==> config.mk <==
export PLATFORM = sky130hd
export DESIGN_NAME = ipsr_top
export DESIGN_NICKNAME = d
export VERILOG_FILES = /design/src/ipsr_pkg.sv /design/src/ipsr_top.sv
export SDC_FILE = /design/constraint.sdc
export NUM_CORES = 1
export LEC_CHECK = 0
export BUFFER_PORTS_ARGS = -buffer_cell sky130_fd_sc_hd__buf_2
export CAP_MARGIN = 20
export CORE_ASPECT_RATIO = 0.6
export CORE_MARGIN = 3
export CORE_UTILIZATION = 46
export DETAILED_ROUTE_END_ITERATION = 16
export GPL_TIMING_DRIVEN = 0
export PLACE_DENSITY = 0.78
export SLEW_MARGIN = 0
export SYNTH_ARGS = -nofsm -noshare
export SYNTH_HDL_FRONTEND = slang
export SYNTH_SLANG_ARGS = --single-unit
==> constraint.sdc <==
create_clock -name clk_in -period 17.4 [get_ports clk_in]
set_clock_uncertainty 0.1 [all_clocks]
set_input_delay 2.61 -clock clk_in [delete_from_list [all_inputs] [get_ports clk_in]]
set_output_delay 2.61 -clock clk_in [all_outputs]
set_load 0.01 [all_outputs]
==> src/ipsr_pkg.sv <==
// Package of offsets, field positions, reset values and types for the priority and status registers.
package ipsr_pkg;

   // ==========================================================================
   // Register byte addresses
   // ==========================================================================
   localparam logic [4:0] IPSR_SERIAL3_OFF   = 5'h00;
   localparam logic [4:0] IPSR_S4USB_OFF     = 5'h04;
   localparam logic [4:0] IPSR_SPI3S4_OFF    = 5'h08;
   localparam logic [4:0] IPSR_CAPCMP9_OFF   = 5'h0C;
   localparam logic [4:0] IPSR_CTRLSTAT_OFF  = 5'h10;
   localparam logic [4:0] IPSR_IRQ_STAT_OFF  = 5'h14;
   localparam logic [4:0] IPSR_IRQ_MASK_OFF  = 5'h18;

   // ==========================================================================
   // Sources and field layout
   // ==========================================================================
   localparam int         IPSR_NSRC          = 13;
   localparam int         IPSR_NPRIO_REGS    = 4;
   localparam logic [2:0] IPSR_PRIO_RESET    = 3'h4;
   localparam logic [2:0] IPSR_PRIO_OFF      = 3'h0;
   localparam logic [15:0] IPSR_REG_MASK [IPSR_NPRIO_REGS] = '{16'h7770, 16'h7777, 16'h7777, 16'h0077};

   // Control and status field positions.
   localparam int         IPSR_UNACKED_BIT   = 15;
   localparam int         IPSR_CAPSEL_BIT    = 13;
   localparam int         IPSR_LEVEL_LSB     = 8;
   localparam logic [3:0] IPSR_LEVEL_RESET   = 4'h0;
   localparam logic [6:0] IPSR_VECTOR_RESET  = 7'h00;
   localparam logic [7:0] IPSR_VECTOR_BASE   = 8'h08;

   // Event status bits: 0 request raised, 1 request acknowledged.
   localparam int         IPSR_NEVT          = 2;

   // AXI4-Lite responses.
   localparam logic [1:0] IPSR_RESP_OKAY     = 2'h0;
   localparam logic [1:0] IPSR_RESP_SLVERR   = 2'h2;

   typedef logic [2:0] ipsr_prio_t;

endpackage

==> src/ipsr_top.sv <==
// Priority registers, control and status register and request arbiter of the interrupt controller.
//
// The register offsets and the AXI4-Lite slave port are this design's own decisions.
`timescale 1ns/1ps
`default_nettype none
// Overview of operation
// - each 3-bit field sets its source's level 1 to 7 equal to its value.
// - a field of zero disables its source; it never raises a request.
// - reset loads every priority field with 100 and the status register with zero.
// - unimplemented bits read zero and ignore writes.
// - first register holds serial3 tx 14:12, rx 10:8, error 6:4.
// - second holds serial4 error, usb, i2c3 master, i2c3 slave fields.
// - third holds spi3 event, spi3 fault, serial4 tx, serial4 rx fields.
// - fourth holds capture9 in 6:4 and compare9 in 2:0; 15:7 unused.
// - bit 15 reads one while the highest live request is held off at or below the CPU level and not forwarded.
// - capture-select one makes the vector field show the highest pending request.
// - capture-select zero makes the vector field show the last acknowledged request.
// - bits 11:8 show the new CPU priority level, 0 to 7.
// - bits 6:0 hold vector number minus eight, vectors 8 to 135.
module ipsr_top (
   input  wire logic                       clk_in,
   input  wire logic                       rst_n_in,
   input  wire logic [31:0]                s_axi_awaddr_in,
   input  wire logic                       s_axi_awvalid_in,
   output logic                            s_axi_awready_out,
   input  wire logic [31:0]                s_axi_wdata_in,
   input  wire logic [3:0]                 s_axi_wstrb_in,
   input  wire logic                       s_axi_wvalid_in,
   output logic                            s_axi_wready_out,
   output logic [1:0]                      s_axi_bresp_out,
   output logic                            s_axi_bvalid_out,
   input  wire logic                       s_axi_bready_in,
   input  wire logic [31:0]                s_axi_araddr_in,
   input  wire logic                       s_axi_arvalid_in,
   output logic                            s_axi_arready_out,
   output logic [31:0]                     s_axi_rdata_out,
   output logic [1:0]                      s_axi_rresp_out,
   output logic                            s_axi_rvalid_out,
   input  wire logic                       s_axi_rready_in,
   input  wire logic [ipsr_pkg::IPSR_NSRC-1:0] src_flag_in,
   input  wire logic [ipsr_pkg::IPSR_NSRC-1:0] src_enable_in,
   input  wire logic [6:0]                 src_vector_code_in [ipsr_pkg::IPSR_NSRC],
   input  wire logic [3:0]                 cpu_level_in,
   input  wire logic                       cpu_ack_in,
   output logic                            cpu_request_out,
   output logic [6:0]                      cpu_vector_code_out,
   output logic [3:0]                      cpu_new_level_out,
   output logic                            irq_out
);
   import ipsr_pkg::*;

   // ==========================================================================
   // Register storage
   // ==========================================================================
   logic [15:0]          prio_reg [IPSR_NPRIO_REGS];
   logic                 vector_capture_select;
   logic                 unacked_request;
   logic [3:0]           new_cpu_level;
   logic [6:0]           acked_vector;
   logic [IPSR_NEVT-1:0] irq_stat;
   logic [IPSR_NEVT-1:0] irq_mask;

   // ==========================================================================
   // AXI4-Lite write channel
   // ==========================================================================
   logic        aw_held;
   logic        w_held;
   logic [4:0]  aw_addr;
   logic [31:0] w_data;
   logic [3:0]  w_strb;

   wire        aw_take   = s_axi_awvalid_in & s_axi_awready_out;
   wire        w_take    = s_axi_wvalid_in & s_axi_wready_out;
   wire        wr_fire   = aw_held & w_held & ~s_axi_bvalid_out;
   wire [4:0]  wr_addr   = aw_addr;
   wire        wr_lo     = w_strb[0];
   wire        wr_hi     = w_strb[1];
   wire        wr_known  = (wr_addr <= IPSR_IRQ_MASK_OFF) && (wr_addr[1:0] == 2'h0);
   wire [15:0] wr_word   = w_data[15:0];

   // Address and data are parked in holding registers as they arrive, in either order.
   // The response goes out once both are held, and neither ready rises again
   // until it has been taken, so one write at most is in flight.
   always_ff @(posedge clk_in or negedge rst_n_in) begin
      if (!rst_n_in) begin
         aw_held           <= 1'b0;
         w_held            <= 1'b0;
         aw_addr           <= 5'h00;
         w_data            <= 32'h00000000;
         w_strb            <= 4'h0;
         s_axi_awready_out <= 1'b0;
         s_axi_wready_out  <= 1'b0;
         s_axi_bvalid_out  <= 1'b0;
         s_axi_bresp_out   <= IPSR_RESP_OKAY;
      end else begin
         s_axi_awready_out <= ~aw_held & ~aw_take & ~s_axi_bvalid_out & ~wr_fire;
         s_axi_wready_out  <= ~w_held & ~w_take & ~s_axi_bvalid_out & ~wr_fire;
         if (aw_take) begin
            aw_held <= 1'b1;
            aw_addr <= s_axi_awaddr_in[4:0];
         end else if (wr_fire) begin
            aw_held <= 1'b0;
         end
         if (w_take) begin
            w_held <= 1'b1;
            w_data <= s_axi_wdata_in;
            w_strb <= s_axi_wstrb_in;
         end else if (wr_fire) begin
            w_held <= 1'b0;
         end
         if (wr_fire) begin
            s_axi_bvalid_out <= 1'b1;
            s_axi_bresp_out  <= wr_known ? IPSR_RESP_OKAY : IPSR_RESP_SLVERR;
         end else if (s_axi_bready_in) begin
            s_axi_bvalid_out <= 1'b0;
         end
      end
   end

   // ==========================================================================
   // Priority registers
   // ==========================================================================
   ipsr_prio_t src_prio [IPSR_NSRC];

   // Field unpacking for the four registers in source order.
   assign src_prio[0]  = prio_reg[0][14:12];
   assign src_prio[1]  = prio_reg[0][10:8];
   assign src_prio[2]  = prio_reg[0][6:4];
   assign src_prio[3]  = prio_reg[1][14:12];
   assign src_prio[4]  = prio_reg[1][10:8];
   assign src_prio[5]  = prio_reg[1][6:4];
   assign src_prio[6]  = prio_reg[1][2:0];
   assign src_prio[7]  = prio_reg[2][14:12];
   assign src_prio[8]  = prio_reg[2][10:8];
   assign src_prio[9]  = prio_reg[2][6:4];
   assign src_prio[10] = prio_reg[2][2:0];
   assign src_prio[11] = prio_reg[3][6:4];
   assign src_prio[12] = prio_reg[3][2:0];

   // Unimplemented bits are masked on every write, so they always read zero.
   genvar gi;
   generate
      for (gi = 0; gi < IPSR_NPRIO_REGS; gi++) begin : g_prio
         localparam logic [4:0] OFF = 5'(gi * 4);
         localparam logic [15:0] RST_VAL = IPSR_REG_MASK[gi] & {4{1'b0, IPSR_PRIO_RESET}};
         wire        hit     = wr_fire & (wr_addr == OFF);
         wire [15:0] lane    = {wr_hi ? wr_word[15:8] : prio_reg[gi][15:8],
                                wr_lo ? wr_word[7:0]  : prio_reg[gi][7:0]};
         always_ff @(posedge clk_in or negedge rst_n_in) begin
            if (!rst_n_in) begin
               prio_reg[gi] <= RST_VAL;
            end else if (hit) begin
               prio_reg[gi] <= lane & IPSR_REG_MASK[gi];
            end
         end
      end
   endgenerate

   // ==========================================================================
   // Arbiter: highest level wins, lowest index breaks ties
   // ==========================================================================
   logic [IPSR_NSRC-1:0] src_live;
   ipsr_prio_t           best_prio;
   logic [6:0]           best_vector;
   logic                 best_valid;
   ipsr_prio_t           fwd_prio;

   generate
      for (gi = 0; gi < IPSR_NSRC; gi++) begin : g_live
         assign src_live[gi] = src_flag_in[gi] & src_enable_in[gi] & (src_prio[gi] != IPSR_PRIO_OFF);
      end
   endgenerate

   // The walk runs from the top index down with a greater-or-equal compare,
   // so on equal levels the lowest index ends up chosen.
   always_comb begin
      best_prio   = IPSR_PRIO_OFF;
      best_vector = IPSR_VECTOR_RESET;
      best_valid  = 1'b0;
      for (int i = IPSR_NSRC - 1; i >= 0; i--) begin
         if (src_live[i] && (src_prio[i] >= best_prio)) begin
            best_prio   = src_prio[i];
            best_vector = src_vector_code_in[i];
            best_valid  = 1'b1;
         end
      end
   end

   wire        beats_cpu   = best_valid & ({1'b0, best_prio} > cpu_level_in);
   wire        held_off    = best_valid & ~beats_cpu;
   // An acknowledge counts only while a request stands; a stray pulse is ignored.
   // The request then drops for one cycle before it may rise again.
   wire        take_ack    = cpu_ack_in & cpu_request_out;
   wire [6:0]  shown_vec   = vector_capture_select ? best_vector : acked_vector;

   // ==========================================================================
   // CPU side and status state
   // ==========================================================================
   always_ff @(posedge clk_in or negedge rst_n_in) begin
      if (!rst_n_in) begin
         cpu_request_out     <= 1'b0;
         cpu_vector_code_out <= IPSR_VECTOR_RESET;
         fwd_prio            <= IPSR_PRIO_OFF;
         cpu_new_level_out   <= IPSR_LEVEL_RESET;
         unacked_request     <= 1'b0;
         new_cpu_level       <= IPSR_LEVEL_RESET;
         acked_vector        <= IPSR_VECTOR_RESET;
      end else begin
         cpu_request_out     <= beats_cpu & ~take_ack;
         // The level is registered beside the vector, so an acknowledge
         // captures both from the same source.
         cpu_vector_code_out <= best_vector;
         fwd_prio            <= best_prio;
         unacked_request     <= held_off;
         if (take_ack) begin
            acked_vector      <= cpu_vector_code_out;
            new_cpu_level     <= {1'b0, fwd_prio};
            cpu_new_level_out <= {1'b0, fwd_prio};
         end
      end
   end

   // ==========================================================================
   // Control bit, event status and mask
   // ==========================================================================
   wire                 ctl_hit  = wr_fire & wr_lo & (wr_addr == IPSR_CTRLSTAT_OFF);
   wire                 ctl_hi   = wr_fire & wr_hi & (wr_addr == IPSR_CTRLSTAT_OFF);
   wire                 stat_hit = wr_fire & wr_lo & (wr_addr == IPSR_IRQ_STAT_OFF);
   wire                 mask_hit = wr_fire & wr_lo & (wr_addr == IPSR_IRQ_MASK_OFF);
   wire [IPSR_NEVT-1:0] evt_set  = {take_ack, beats_cpu & ~cpu_request_out};
   wire [IPSR_NEVT-1:0] evt_clr  = stat_hit ? wr_word[IPSR_NEVT-1:0] : '0;

   always_ff @(posedge clk_in or negedge rst_n_in) begin
      if (!rst_n_in) begin
         vector_capture_select <= 1'b0;
         irq_stat              <= '0;
         irq_mask              <= '0;
         irq_out               <= 1'b0;
      end else begin
         if (ctl_hi) begin
            vector_capture_select <= wr_word[IPSR_CAPSEL_BIT];
         end
         if (mask_hit) begin
            irq_mask <= wr_word[IPSR_NEVT-1:0];
         end
         // A new event wins over a clear in the same cycle, so none is lost.
         // The output follows the next state, so it moves with the status bits.
         irq_stat <= (irq_stat & ~evt_clr) | evt_set;
         irq_out  <= |(((irq_stat & ~evt_clr) | evt_set) & (mask_hit ? wr_word[IPSR_NEVT-1:0] : irq_mask));
      end
   end

   // ==========================================================================
   // AXI4-Lite read channel
   // ==========================================================================
   // A read answers one cycle after its address is taken.
   // Registers sit in the low half of the word; the upper half, unmapped
   // addresses and the gaps of the control word read as zero.
   wire [4:0]  rd_addr  = s_axi_araddr_in[4:0];
   wire        rd_take  = s_axi_arvalid_in & s_axi_arready_out;
   wire [15:0] ctl_word = {unacked_request, 1'b0, vector_capture_select, 1'b0,
                           new_cpu_level, 1'b0, shown_vec};
   wire        rd_known = (rd_addr <= IPSR_IRQ_MASK_OFF) && (rd_addr[1:0] == 2'h0)
                          && (s_axi_araddr_in[31:5] == 27'h0);
   wire [15:0] rd_word  = (rd_addr == IPSR_CTRLSTAT_OFF) ? ctl_word :
                          (rd_addr == IPSR_IRQ_STAT_OFF) ? 16'(irq_stat) :
                          (rd_addr == IPSR_IRQ_MASK_OFF) ? 16'(irq_mask) :
                          (rd_addr[4] == 1'b0)           ? prio_reg[rd_addr[3:2]] : 16'h0000;

   always_ff @(posedge clk_in or negedge rst_n_in) begin
      if (!rst_n_in) begin
         s_axi_arready_out <= 1'b0;
         s_axi_rvalid_out  <= 1'b0;
         s_axi_rdata_out   <= 32'h00000000;
         s_axi_rresp_out   <= IPSR_RESP_OKAY;
      end else begin
         s_axi_arready_out <= ~s_axi_rvalid_out & ~rd_take;
         if (rd_take) begin
            s_axi_rvalid_out <= 1'b1;
            s_axi_rdata_out  <= rd_known ? {16'h0000, rd_word} : 32'h00000000;
            s_axi_rresp_out  <= rd_known ? IPSR_RESP_OKAY : IPSR_RESP_SLVERR;
         end else if (s_axi_rready_in) begin
            s_axi_rvalid_out <= 1'b0;
         end
      end
   end

   // ==========================================================================
   // Checks
   // ==========================================================================
   disabled_src_quiet_a: assert property (@(posedge clk_in) disable iff (!rst_n_in)
      (src_live == '0) |=> !cpu_request_out)
      else $error("Request raised with no live source.");

   request_above_cpu_a: assert property (@(posedge clk_in) disable iff (!rst_n_in)
      beats_cpu && !take_ack |=> cpu_request_out)
      else $error("Request above CPU level not forwarded.");

   request_cause_a: assert property (@(posedge clk_in) disable iff (!rst_n_in)
      cpu_request_out |-> $past(beats_cpu))
      else $error("Request raised without a live source above CPU level.");

   unacked_flag_a: assert property (@(posedge clk_in) disable iff (!rst_n_in)
      held_off |=> ctl_word[IPSR_UNACKED_BIT])
      else $error("Held-off request not reported.");

   vector_live_a: assert property (@(posedge clk_in) disable iff (!rst_n_in)
      vector_capture_select |-> ctl_word[6:0] == best_vector)
      else $error("Vector field does not follow the pending request.");

   vector_acked_a: assert property (@(posedge clk_in) disable iff (!rst_n_in)
      take_ack ##1 !vector_capture_select |-> ctl_word[6:0] == $past(cpu_vector_code_out))
      else $error("Vector field does not hold the acknowledged vector.");

   level_update_a: assert property (@(posedge clk_in) disable iff (!rst_n_in)
      take_ack |=> new_cpu_level == {1'b0, $past(fwd_prio)})
      else $error("New CPU level not captured on acknowledge.");

   reserved_zero_a: assert property (@(posedge clk_in) disable iff (!rst_n_in)
      s_axi_rvalid_out |-> s_axi_rdata_out[31:16] == 16'h0000)
      else $error("Upper read bits not zero.");

   prio_mask_a: assert property (@(posedge clk_in) disable iff (!rst_n_in)
      (prio_reg[3] & 16'hFF88) == 16'h0000)
      else $error("Unused bits of the fourth priority register set.");

   // ==========================================================================
   // Checks of the CPU side, status state and read path
   // ==========================================================================
   ack_drops_req_a: assert property (@(posedge clk_in) disable iff (!rst_n_in)
      take_ack |=> !cpu_request_out)
      else $error("Request stands after acknowledge.");

   held_off_quiet_a: assert property (@(posedge clk_in) disable iff (!rst_n_in)
      held_off |=> !cpu_request_out)
      else $error("Request forwarded below CPU level.");

   unacked_clear_a: assert property (@(posedge clk_in) disable iff (!rst_n_in)
      !held_off |=> !unacked_request)
      else $error("Unacked flag without a held request.");

   level_stable_a: assert property (@(posedge clk_in) disable iff (!rst_n_in)
      !take_ack |=> $stable(new_cpu_level))
      else $error("New level moved without acknowledge.");

   acked_stable_a: assert property (@(posedge clk_in) disable iff (!rst_n_in)
      !take_ack |=> $stable(acked_vector))
      else $error("Acked vector moved without acknowledge.");

   capsel_write_a: assert property (@(posedge clk_in) disable iff (!rst_n_in)
      ctl_hi |=> vector_capture_select == $past(wr_word[IPSR_CAPSEL_BIT]))
      else $error("Capture select not written.");

   ack_level_out_a: assert property (@(posedge clk_in) disable iff (!rst_n_in)
      take_ack |=> cpu_new_level_out == {1'b0, $past(fwd_prio)})
      else $error("Level output not captured.");

   unmapped_read_a: assert property (@(posedge clk_in) disable iff (!rst_n_in)
      rd_take && !rd_known |=> s_axi_rdata_out == 32'h00000000)
      else $error("Unmapped read data not zero.");

   forward_event_a: assert property (@(posedge clk_in) disable iff (!rst_n_in)
      evt_set[0] |=> irq_stat[0])
      else $error("Forward event not recorded.");

   generate
      for (gi = 0; gi < IPSR_NSRC; gi++) begin : g_best
         best_wins_a: assert property (@(posedge clk_in) disable iff (!rst_n_in)
            src_live[gi] |-> src_prio[gi] <= best_prio)
            else $error("A live source outranks the chosen one.");
      end
   endgenerate

endmodule
`default_nettype wire

==> results.md, run 1 <==
- The clock insertion delay at the later pin of the skew report is 0.36 ns.
- For this run the aggregate overflow at the end of global routing stands at 0.
- The dominant synthesized flop cell is sky130_fd_sc_hd__dfrtp_1.
- The clock transition at the registers of the reported paths is 0.09 ns.
- The effective utilization at floorplan is 0.482.
- The cell that appears most often on the critical path is sky130_fd_sc_hd__nand2b_4.
- STA classifies the critical path endpoint as a register.
- The die boundary height is 106 um.
- The total iterations of the first detailed-routing run is 8.
- For the finished layout, the period the worst path requires is 18.72 ns.
- The die footprint is 18100 um2.
- The total routing resource utilization after global routing is 0.304.
- The checks that failed: negative setup slack.
- Of the synthesized area, sequential elements account for 0.361.
- In the synthesized netlist the async set-or-reset flop fraction comes to 1.00.
- The final critical-path share of the clock period is 1.08.
- The number of hold buffers added after CTS was 0.
- The detailed router finished its first iteration with 966 violations.
- In the routed layout, each cell is associated on average with a via count of 6.07.
- For this design, the sink count on the clock tree is 109.
- Setup slack on the critical path of the routed design comes to -1.32 ns.
- The measured slew at the worst slew-check pin is 0.917 ns.
- The routed wire length is 29300 um.
- The endpoint of the worst-slack reg-to-reg timing path is irq_out.
- The longest clock path from root to sink contains 2 buffers.
- During synthesis, Yosys emitted a total of 0 warnings.
- Counting every instance in the synthesized netlist gives 833.
- The number of I/O port buffers is 209.
- In the routed design, unresolved DRC markers number 0.
- The most area-hungry cell type in the Yosys netlist is sky130_fd_sc_hd__dfrtp_1.
- For this run, the share of the core covered by cells in the final layout is 0.693.
- Of the cells placed in the final design, the portion with a size suffix greater than 1 is 0.497.
- The estimated wirelength of the detail-placed design is 21700 um.
- The standard-cell row count is 35.
- The number of global-route vias before repair is 7679.
- sky130_fd_sc_hd__nand2_1 is the most common cell in the netlist.
- The cell area power density is 186 nW/um2.
- Entering global routing, the biggest net connects 70 pins.
- By count the netlist is led by sky130_fd_sc_hd__nand2_1 (114), sky130_fd_sc_hd__dfrtp_1 (96), sky130_fd_sc_hd__mux2_2 (79), sky130_fd_sc_hd__o21ai_0 (48), sky130_fd_sc_hd__a21oi_1 (40).
- The highest fanout seen on the critical path is 5.
- The required time of the critical path is 17.55 ns.
- The startpoint identified for the worst register-to-register timing path is prio_reg[2].
- 283 I/O pins were placed.
- The maximum clock frequency is 53.4 MHz.
- Setup repair after global routing could not meet its margin everywhere.
- After floorplanning, the core was sized to cover 15800 um2.
- The number of hold violations in the final report is 0.
- Averaged over all synthesized cells, the footprint is 9.11 um2.
- The depth of the CTS H-tree is 3.
- The most critical setup path has its endpoint at irq_out.
- By startpoint and endpoint, the worst setup path is classified as in2reg.
- The tool flagged a number of max-cap violations equal to 0.
- The number of flip-flops and latches in the synthesized netlist is 109.
- Of the post-synthesis cell area, the dominant cell type holds 0.316.
- The initial antenna violation count is 2.
- The worst setup path startpoint is src_flag_in[12].
- The flow ran to the end, but the final reports show violations.
- The cell with the largest stage delay on the worst path is sky130_fd_sc_hd__a311oi_2.
- In the final design database the tool counted 1397 nets.
- The area growth from synthesis to layout is 43.9%.
- The total power of the final layout is 2030 uW.
- Yosys attributes the largest share of cell area to sky130_fd_sc_hd__dfrtp_1 (32%), sky130_fd_sc_hd__mux2_2 (12%), sky130_fd_sc_hd__nand2_1 (5.6%).
- The analysis attributes to cell leakage a power of 0.00514 uW.
- The number of cells on the worst reg-to-reg path is 93.
- The horizontal die dimension is 172 um.
- The register with the most flip-flops in the layout has 39 of them.
- In this run the worst hold path is classified as reg2reg.
- At the worst endpoint, the arrival time is 18.87 ns.
- The worst IR drop on VDD is 0.163 mV.
- The final number of setup-violating endpoints is 21.
- The max-slew violation count was 0.
- Across all register-to-register paths, the minimum setup slack is 0.44 ns.
- The number of unique standard cell types used by synthesis is 82.
- The kind of start point of the critical path is an input port.
- The mapped netlist covers 7590 um2.
- The cell sitting at the root of the clock tree is a sky130_fd_sc_hd__clkbuf_16.
- Counting flops with a built-in enable in the synthesized netlist gives 0.
- TritonCTS built the clock tree.
- The worst setup slack after placement is -4.34 ns.
- The worst pin sits at a relative slew slack of 0.388.
- The routability congestion estimate is 0.979.
- The first-pass GRT wire length is 42700 um.
- The residual antenna-violating net count after detailed routing is 0.
- After detailed routing, the average wire length per cell comes to 21.6 um.
- 0 antenna diodes ended up in the layout.
- Counting the buffers created by CTS gives 9.
- On the worst path, the slowest cell contributes a delay of 0.41 ns.
- The total via count in the routed design is 8234.
[where the power goes]
part / total (uW) / internal [uW] / switching [uW]
logic: 1320 / 647 / 677
registers: 497 / 362 / 135
clock network: 211 / 105 / 106
[critical path, delay by kind of cell]
kind,cells,cell delay (ns)
AOI/OAI and AO/OA,38,6.51
adders and majority gates,15,4.05
and+or+nand+nor,29,3.67
buffers and inverters,9,1.04
muxes,3,0.95
[kinds of logic after synthesis]
family | Yosys count | share of synthesized area
AOI/OAI and AO/OA | 231 | 0.211
adders and majority gates | 23 | 0.0369
buffers and inverters | 81 | 0.0519
DFF | 109 | 0.361
muxes | 100 | 0.150
other | 1 | 0.000494
and+or+nand+nor | 288 | 0.188
[through the flow]
step / instance area (um2) / setup TNS [ns] / instances / hold slack [ns]
3_3_place_gp: 9300 / -66.88 / 1265 / 0.349
6_report: 10900 / -16.55 / 1356 / 0.373
2_1_floorplan: 8000 / -17.87 / 853 / 0.327
3_5_place_dp: 9330 / -75.67 / 1266 / 0.359
4_1_cts: 10400 / -13.24 / 1337 / 0.372
5_1_grt: 10900 / -25.82 / 1356 / 0.381
[cells in the final DEF, fill, tap and decap left out, types with 8 or more instances in the layout]
cell type | synthesis | layout
sky130_fd_sc_hd__a21oi_1 | 40 | 28
sky130_fd_sc_hd__a21oi_2 | 2 | 10
sky130_fd_sc_hd__a22oi_1 | 10 | 10
sky130_fd_sc_hd__a31oi_1 | 28 | 25
sky130_fd_sc_hd__and3_1 | 14 | 12
sky130_fd_sc_hd__buf_2 | 3 | 207
sky130_fd_sc_hd__buf_4 | 21 | 86
sky130_fd_sc_hd__buf_6 | 1 | 12
sky130_fd_sc_hd__clkbuf_1 | 24 | 18
sky130_fd_sc_hd__clkbuf_16 | 0 | 10
sky130_fd_sc_hd__conb_1 | 1 | 21
sky130_fd_sc_hd__dfrtp_1 | 96 | 96
sky130_fd_sc_hd__dfstp_2 | 13 | 13
sky130_fd_sc_hd__ha_1 | 20 | 8
sky130_fd_sc_hd__ha_4 | 0 | 12
sky130_fd_sc_hd__inv_1 | 30 | 28
sky130_fd_sc_hd__mux2_2 | 79 | 78
sky130_fd_sc_hd__mux2i_1 | 17 | 15
sky130_fd_sc_hd__nand2_1 | 114 | 99
sky130_fd_sc_hd__nand2_2 | 0 | 8
sky130_fd_sc_hd__nand2b_1 | 16 | 8
sky130_fd_sc_hd__nand2b_4 | 0 | 8
sky130_fd_sc_hd__nand3_1 | 30 | 26
sky130_fd_sc_hd__nor2_1 | 36 | 29
sky130_fd_sc_hd__nor3_1 | 18 | 15
sky130_fd_sc_hd__o211ai_1 | 13 | 13
sky130_fd_sc_hd__o21a_1 | 9 | 8
sky130_fd_sc_hd__o21ai_0 | 48 | 27
sky130_fd_sc_hd__o21ai_1 | 9 | 12
sky130_fd_sc_hd__o21ai_2 | 1 | 10
sky130_fd_sc_hd__o21ai_4 | 0 | 9
sky130_fd_sc_hd__o22ai_1 | 8 | 8
sky130_fd_sc_hd__or3_1 | 8 | 8
[layout make-up]
| cell class | count | area [um2] |
|---|---|---|
| plain buffers | 47 | 320 |
| clock buffers | 10 | 239 |
| clock inverters | 6 | 65.1 |
| fillers | 1169 | 4840 |
| inverters | 30 | 115 |
| multi-input cells | 663 | 5440 |
| flip-flops and latches | 109 | 2740 |
| well taps | 203 | 254 |
| repair buffers | 288 | 1750 |
[routing by layer]
layer / vias to the layer above / GRT usage / part of all wire / routed length (um)
li1: 3711 / - / - / -
met1: 3969 / 0.449 / 0.42 / 12400
met2: 482 / 0.440 / 0.44 / 12800
met3: 68 / 0.0915 / 0.12 / 3500
met4: 4 / 0.0666 / 0.018 / 524
met5: - / 0 / 0.00079 / 23
[worst min-delay path by stage]
stage | from | end | slack, ns | depth (start not counted)
2_1_floorplan | aw_held | s_axi_awready_out | 0.33 | 1
3_3_place_gp | s_axi_rdata_out[9] | s_axi_rdata_out[9] | 0.35 | 2
3_5_place_dp | s_axi_rdata_out[9] | s_axi_rdata_out[9] | 0.36 | 2
4_1_cts | s_axi_rvalid_out | s_axi_arready_out | 0.37 | 1
5_1_grt | s_axi_rvalid_out | s_axi_arready_out | 0.38 | 1
6_report | s_axi_rdata_out[8] | s_axi_rdata_out[8] | 0.37 | 2
[timing repair]
item                       CTS  global route
gates resized for setup     83            80
pin swaps                   52            72
buffers inserted            56            28
setup endpoints to repair   21            21
(Power assumes the default switching activity.)
==> run 2, diff against run 1 <==
--- a/config.mk
+++ b/config.mk
@@ -5,11 +5,12 @@
 export SDC_FILE = /design/constraint.sdc
 export NUM_CORES = 1
 export LEC_CHECK = 0
+export ABC_AREA = 1
 export BUFFER_PORTS_ARGS = -buffer_cell sky130_fd_sc_hd__buf_2
 export CAP_MARGIN = 20
 export CORE_ASPECT_RATIO = 0.6
 export CORE_MARGIN = 3
-export CORE_UTILIZATION = 46
+export CORE_UTILIZATION = 45
 export DETAILED_ROUTE_END_ITERATION = 16
 export GPL_TIMING_DRIVEN = 0
 export PLACE_DENSITY = 0.78
==> run 2 against run 1 <==
Net effect: largest cell class unchanged; non-clock buffer count down 70; largest power group unchanged; setup slack better by 2.7 ns; register-to-register slack better by 2.7 ns; first-iteration DRC count down 48%; core utilization down 9.9 points; via count down 8.7%; the flow now finishes without violations; clock-buffer cell count unchanged; sequential share of layout area up 5.8 points; critical endpoint unchanged; worst hold slack worse by 0.039 ns; routed wire length down 22%.
==> results.md, run 2 <==
- Summed over all layers, the global routing overflow is 0.
- The non-filler instance count after layout is 1410.
- The most repeated cell in the gate-level netlist after synthesis is sky130_fd_sc_hd__nand2_1.
- The routed design could run at a clock period as short as 16.02 ns.
- At the worst endpoint, the arrival time is 16.20 ns.
- The worst setup path is captured at a register.
- The share of the Yosys chip area taken by registers is 0.387.
- The routed layout has 7517 vias.
- Measured against its own limit, the worst slew margin works out to 0.510.
- Setup violations remaining at the end of the flow were counted as 0.
- The depth of the CTS H-tree is 3.
- The placeable core region is 14900 um2.
- The number of vias per cell is 5.33.
- The routability congestion estimate is 0.895.
- The routed wirelength normalized by instance count is 16.2 um.
- The number of clock buffers added by TritonCTS is 9.
- The synthesized design contains 109 register bits.
- The flow ran to the end, and the final reports show no timing, DRC or antenna violations.
- The estimated wirelength of the detail-placed design is 18600 um.
- The sequential fraction of design power is 0.322.
- The share of synthesized area in the top cell type comes to 0.339.
- For this design, the slowest cell found on the critical path is sky130_fd_sc_hd__o21ai_0.
- Buffers inserted to repair hold after CTS numbered 0.
- Of the total power, combinational logic draws 0.526.
- The dominant synthesized flop cell is sky130_fd_sc_hd__dfrtp_1.
- In this run the mean area of a mapped cell was 7.39 um2.
- By instance count, the cell type seen most on the critical path is sky130_fd_sc_hd__nand2_1.
- The multiplexer fraction of the synthesized cell area is 0.0206.
- Setup repair after global routing left no endpoint under its margin.
- Max-cap violations in this run came to 0.
- Sorting the synthesized cells by area gives the leading types as sky130_fd_sc_hd__dfrtp_1 (34%), sky130_fd_sc_hd__nand2_1 (12%), sky130_fd_sc_hd__o21ai_0 (10%).
- The highest fanout seen on the critical path is 10.
- Prior to clock tree synthesis, the placed netlist has a worst setup slack of 0.0768 ns.
- Clock-pin slew was measured on the worst setup and hold paths at 0.08 ns.
- The number of I/O port buffers is 212.
- Relative to the synthesized area, the layout overhead comes to 25.1%.
- The number of antenna diodes is 0.
- The net load switching power is 623 uW.
- The maximum single-stage delay on the critical path is 0.41 ns.
- Of the total power, the share spent switching nets is 0.465.
- The routed wire length is 22800 um.
- The number of flip-flops in the largest register is 39.
- Of the total synthesized cell area, the portion taken by AND, OR, NAND and NOR gates is 0.262.
- The fraction of the mapped netlist area in compound gates is 0.199.
- In this run the cell area of the synthesized design comes to 7090 um2.
- The clock drives 109 sinks.
- The accumulated negative setup slack is 0 ns.
- The dominant combinational cell family by area after synthesis is simple AND/OR/NAND/NOR gates.
- The count of unresolved DRC violations after routing is 0.
- Of the total synthesized cell area, the portion taken by XOR and XNOR cells is 0.
- Entering global routing, the biggest net connects 61 pins.
- The power share of the clock group is 0.152.
- CTS placed an instance of sky130_fd_sc_hd__clkbuf_16 at the clock tree root.
- The total iterations of the first detailed-routing run is 5.
- The worst setup margin is 1.38 ns.
- The initialized floorplan defines 34 standard-cell rows.
- The number of global-route vias before repair was 6959.
- TritonCTS built the clock tree.
- The measured slew at the worst slew-check pin is 0.729 ns.
- STA classifies the critical path startpoint as an input port.
- After the first detailed-routing iteration, the DRC count stood at 503.
- The fraction of final layout cells with drive strength greater than 1 is 0.285.
- The count of nets left with antenna violations once routing finished came out at 0.
- The number of hold violations in the final report is 0.
- The total power of the final layout is 1340 uW.
- The net count of the finished layout is 1456.
- The final critical-path share of the clock period is 0.921.
- The required time of the critical path is 17.58 ns.
- The library cells used most frequently in the layout, excluding fill and tap cells, are sky130_fd_sc_hd__nand2_1 (226), sky130_fd_sc_hd__buf_2 (216), sky130_fd_sc_hd__o21ai_0 (142), sky130_fd_sc_hd__inv_1 (100), sky130_fd_sc_hd__dfrtp_1 (96).
- The cell area power density is 151 nW/um2.
- The max-slew violation count was 0.
- Counting along the longest clock path gives a buffer depth of 2.
- The first-pass GRT wire length is 34800 um.
- The die boundary height is 103 um.
- Counting distinct cell types in the post-synthesis netlist gives 42.
- The commonest cells after synthesis are sky130_fd_sc_hd__nand2_1 (229), sky130_fd_sc_hd__o21ai_0 (146), sky130_fd_sc_hd__inv_1 (100), sky130_fd_sc_hd__dfrtp_1 (96), sky130_fd_sc_hd__nand3_1 (68).
- Synthesis produced 959 cells.
- By startpoint and endpoint, the worst setup path is classified as in2reg.
- The total routing resource utilization after global routing is 0.255.
- The yosys synthesis warning count is 0.
- The cell count after placement is 1390.
- The clock insertion delay at the later pin of the skew report is 0.35 ns.
- The proportion of synthesized flip-flops having asynchronous set or reset is 1.00.
- Leaving out fill and tap cells, the most frequent cell in the layout is sky130_fd_sc_hd__nand2_1.
- The most area-hungry cell type in the Yosys netlist is sky130_fd_sc_hd__dfrtp_1.
- The area share of fa/ha/maj cells after synthesis is 0.0353.
- The initial utilization of the core area, before any placement, comes to 0.475.
- The leakage dissipation is 0.00460 uW.
- The internal portion of total power is 716 uW.
- The floorplan step defined a die boundary enclosing 17300 um2.
- The worst IR drop on VDD is 0.0867 mV.
- The initial antenna violation count is 0.
- Counting flops with a built-in enable in the synthesized netlist gives 0.
- The total I/O pin count is 283.
- The horizontal die dimension is 168 um.
- Based on the critical path, the design can be clocked at up to 62.4 MHz.
- The path class of the tightest hold or removal check is reg2reg.
[run 2: cell count changes in the layout (fill, tap and decap cells not counted), sizes merged, moves of 13 or more]
cell / change
o21ai: +94
nand2b: -16
mux2i: -17
and3: -13
a31oi: -24
inv: +76
nor2: +18
nand3: +45
mux2: -67
nand2: +144
buf: -68
nor3: -13
[run 2: path summary, 6_finish.rpt]
path                             startpoint           endpoint  slack [ns]  depth (start not counted)
max                         src_flag_in[12]            irq_out        1.38                        109
min reg2reg                s_axi_rvalid_out  s_axi_arready_out        0.33                          1
min                        s_axi_rvalid_out  s_axi_arready_out        0.33                          1
min in group asynchronous          rst_n_in   s_axi_wready_out        2.17                          1
max reg2reg                     prio_reg[2]            irq_out        3.18                        108
max in group asynchronous          rst_n_in       prio_reg[46]       14.27                          2
[run 2: power groups by stage]
stage	Combinational, uW	Sequential, uW	Clock [uW]
2_1_floorplan	479	411	0
3_3_place_gp	656	428	0
3_5_place_dp	680	430	0
4_1_cts	683	427	204
5_1_grt	793	441	215
6_report	705	431	203
[run 2: cell families after synthesis]
| logic type | Yosys count |
|---|---|
| AOI/OAI and AO/OA | 247 |
| buffers and inverters | 155 |
| other | 1 |
| adders and majority gates | 20 |
| muxes | 13 |
| and+or+nand+nor | 414 |
| DFF | 109 |
[run 2: final cells by class]
class	instances	area [um2]
plain buffers	48	284
clock buffers	10	239
clock inverters	6	53.8
fillers	1371	6060
inverters	107	402
multi-input cells	715	3780
flip-flops and latches	109	2740
well taps	198	248
repair buffers	217	1120
[run 2: metrics by stage]
| step | area [um2] | utilization | hold slack (ns) |
|---|---|---|---|
| floorplan | 7160 | - | 0.353 |
| global placement | 8470 | 0.567 | 0.328 |
| detailed placement | 8500 | 0.569 | 0.325 |
| CTS | 8800 | 0.589 | 0.336 |
| global route | 8870 | 0.594 | 0.371 |
| finish | 8870 | 0.594 | 0.334 |
[run 2: repair_timing]
item	CTS	global route
gates resized for setup	0	23
endpoints found under the setup margin	0	10
setup buffers	0	4
[run 2: routing by layer]
layer / wire [um] / global-route usage
met3: 2320 / 0.0680
met4: 231 / 0.0402
met5: 63 / 0.0245
met2: 9850 / 0.413
met1: 10300 / 0.353
[run 2: worst max-delay path, delay by kind of cell]
family,cells,cell delay [ns]
adders and majority gates,13,3.68
buffers and inverters,15,1.27
AOI/OAI and AO/OA,25,3.52
and+or+nand+nor,56,5.10
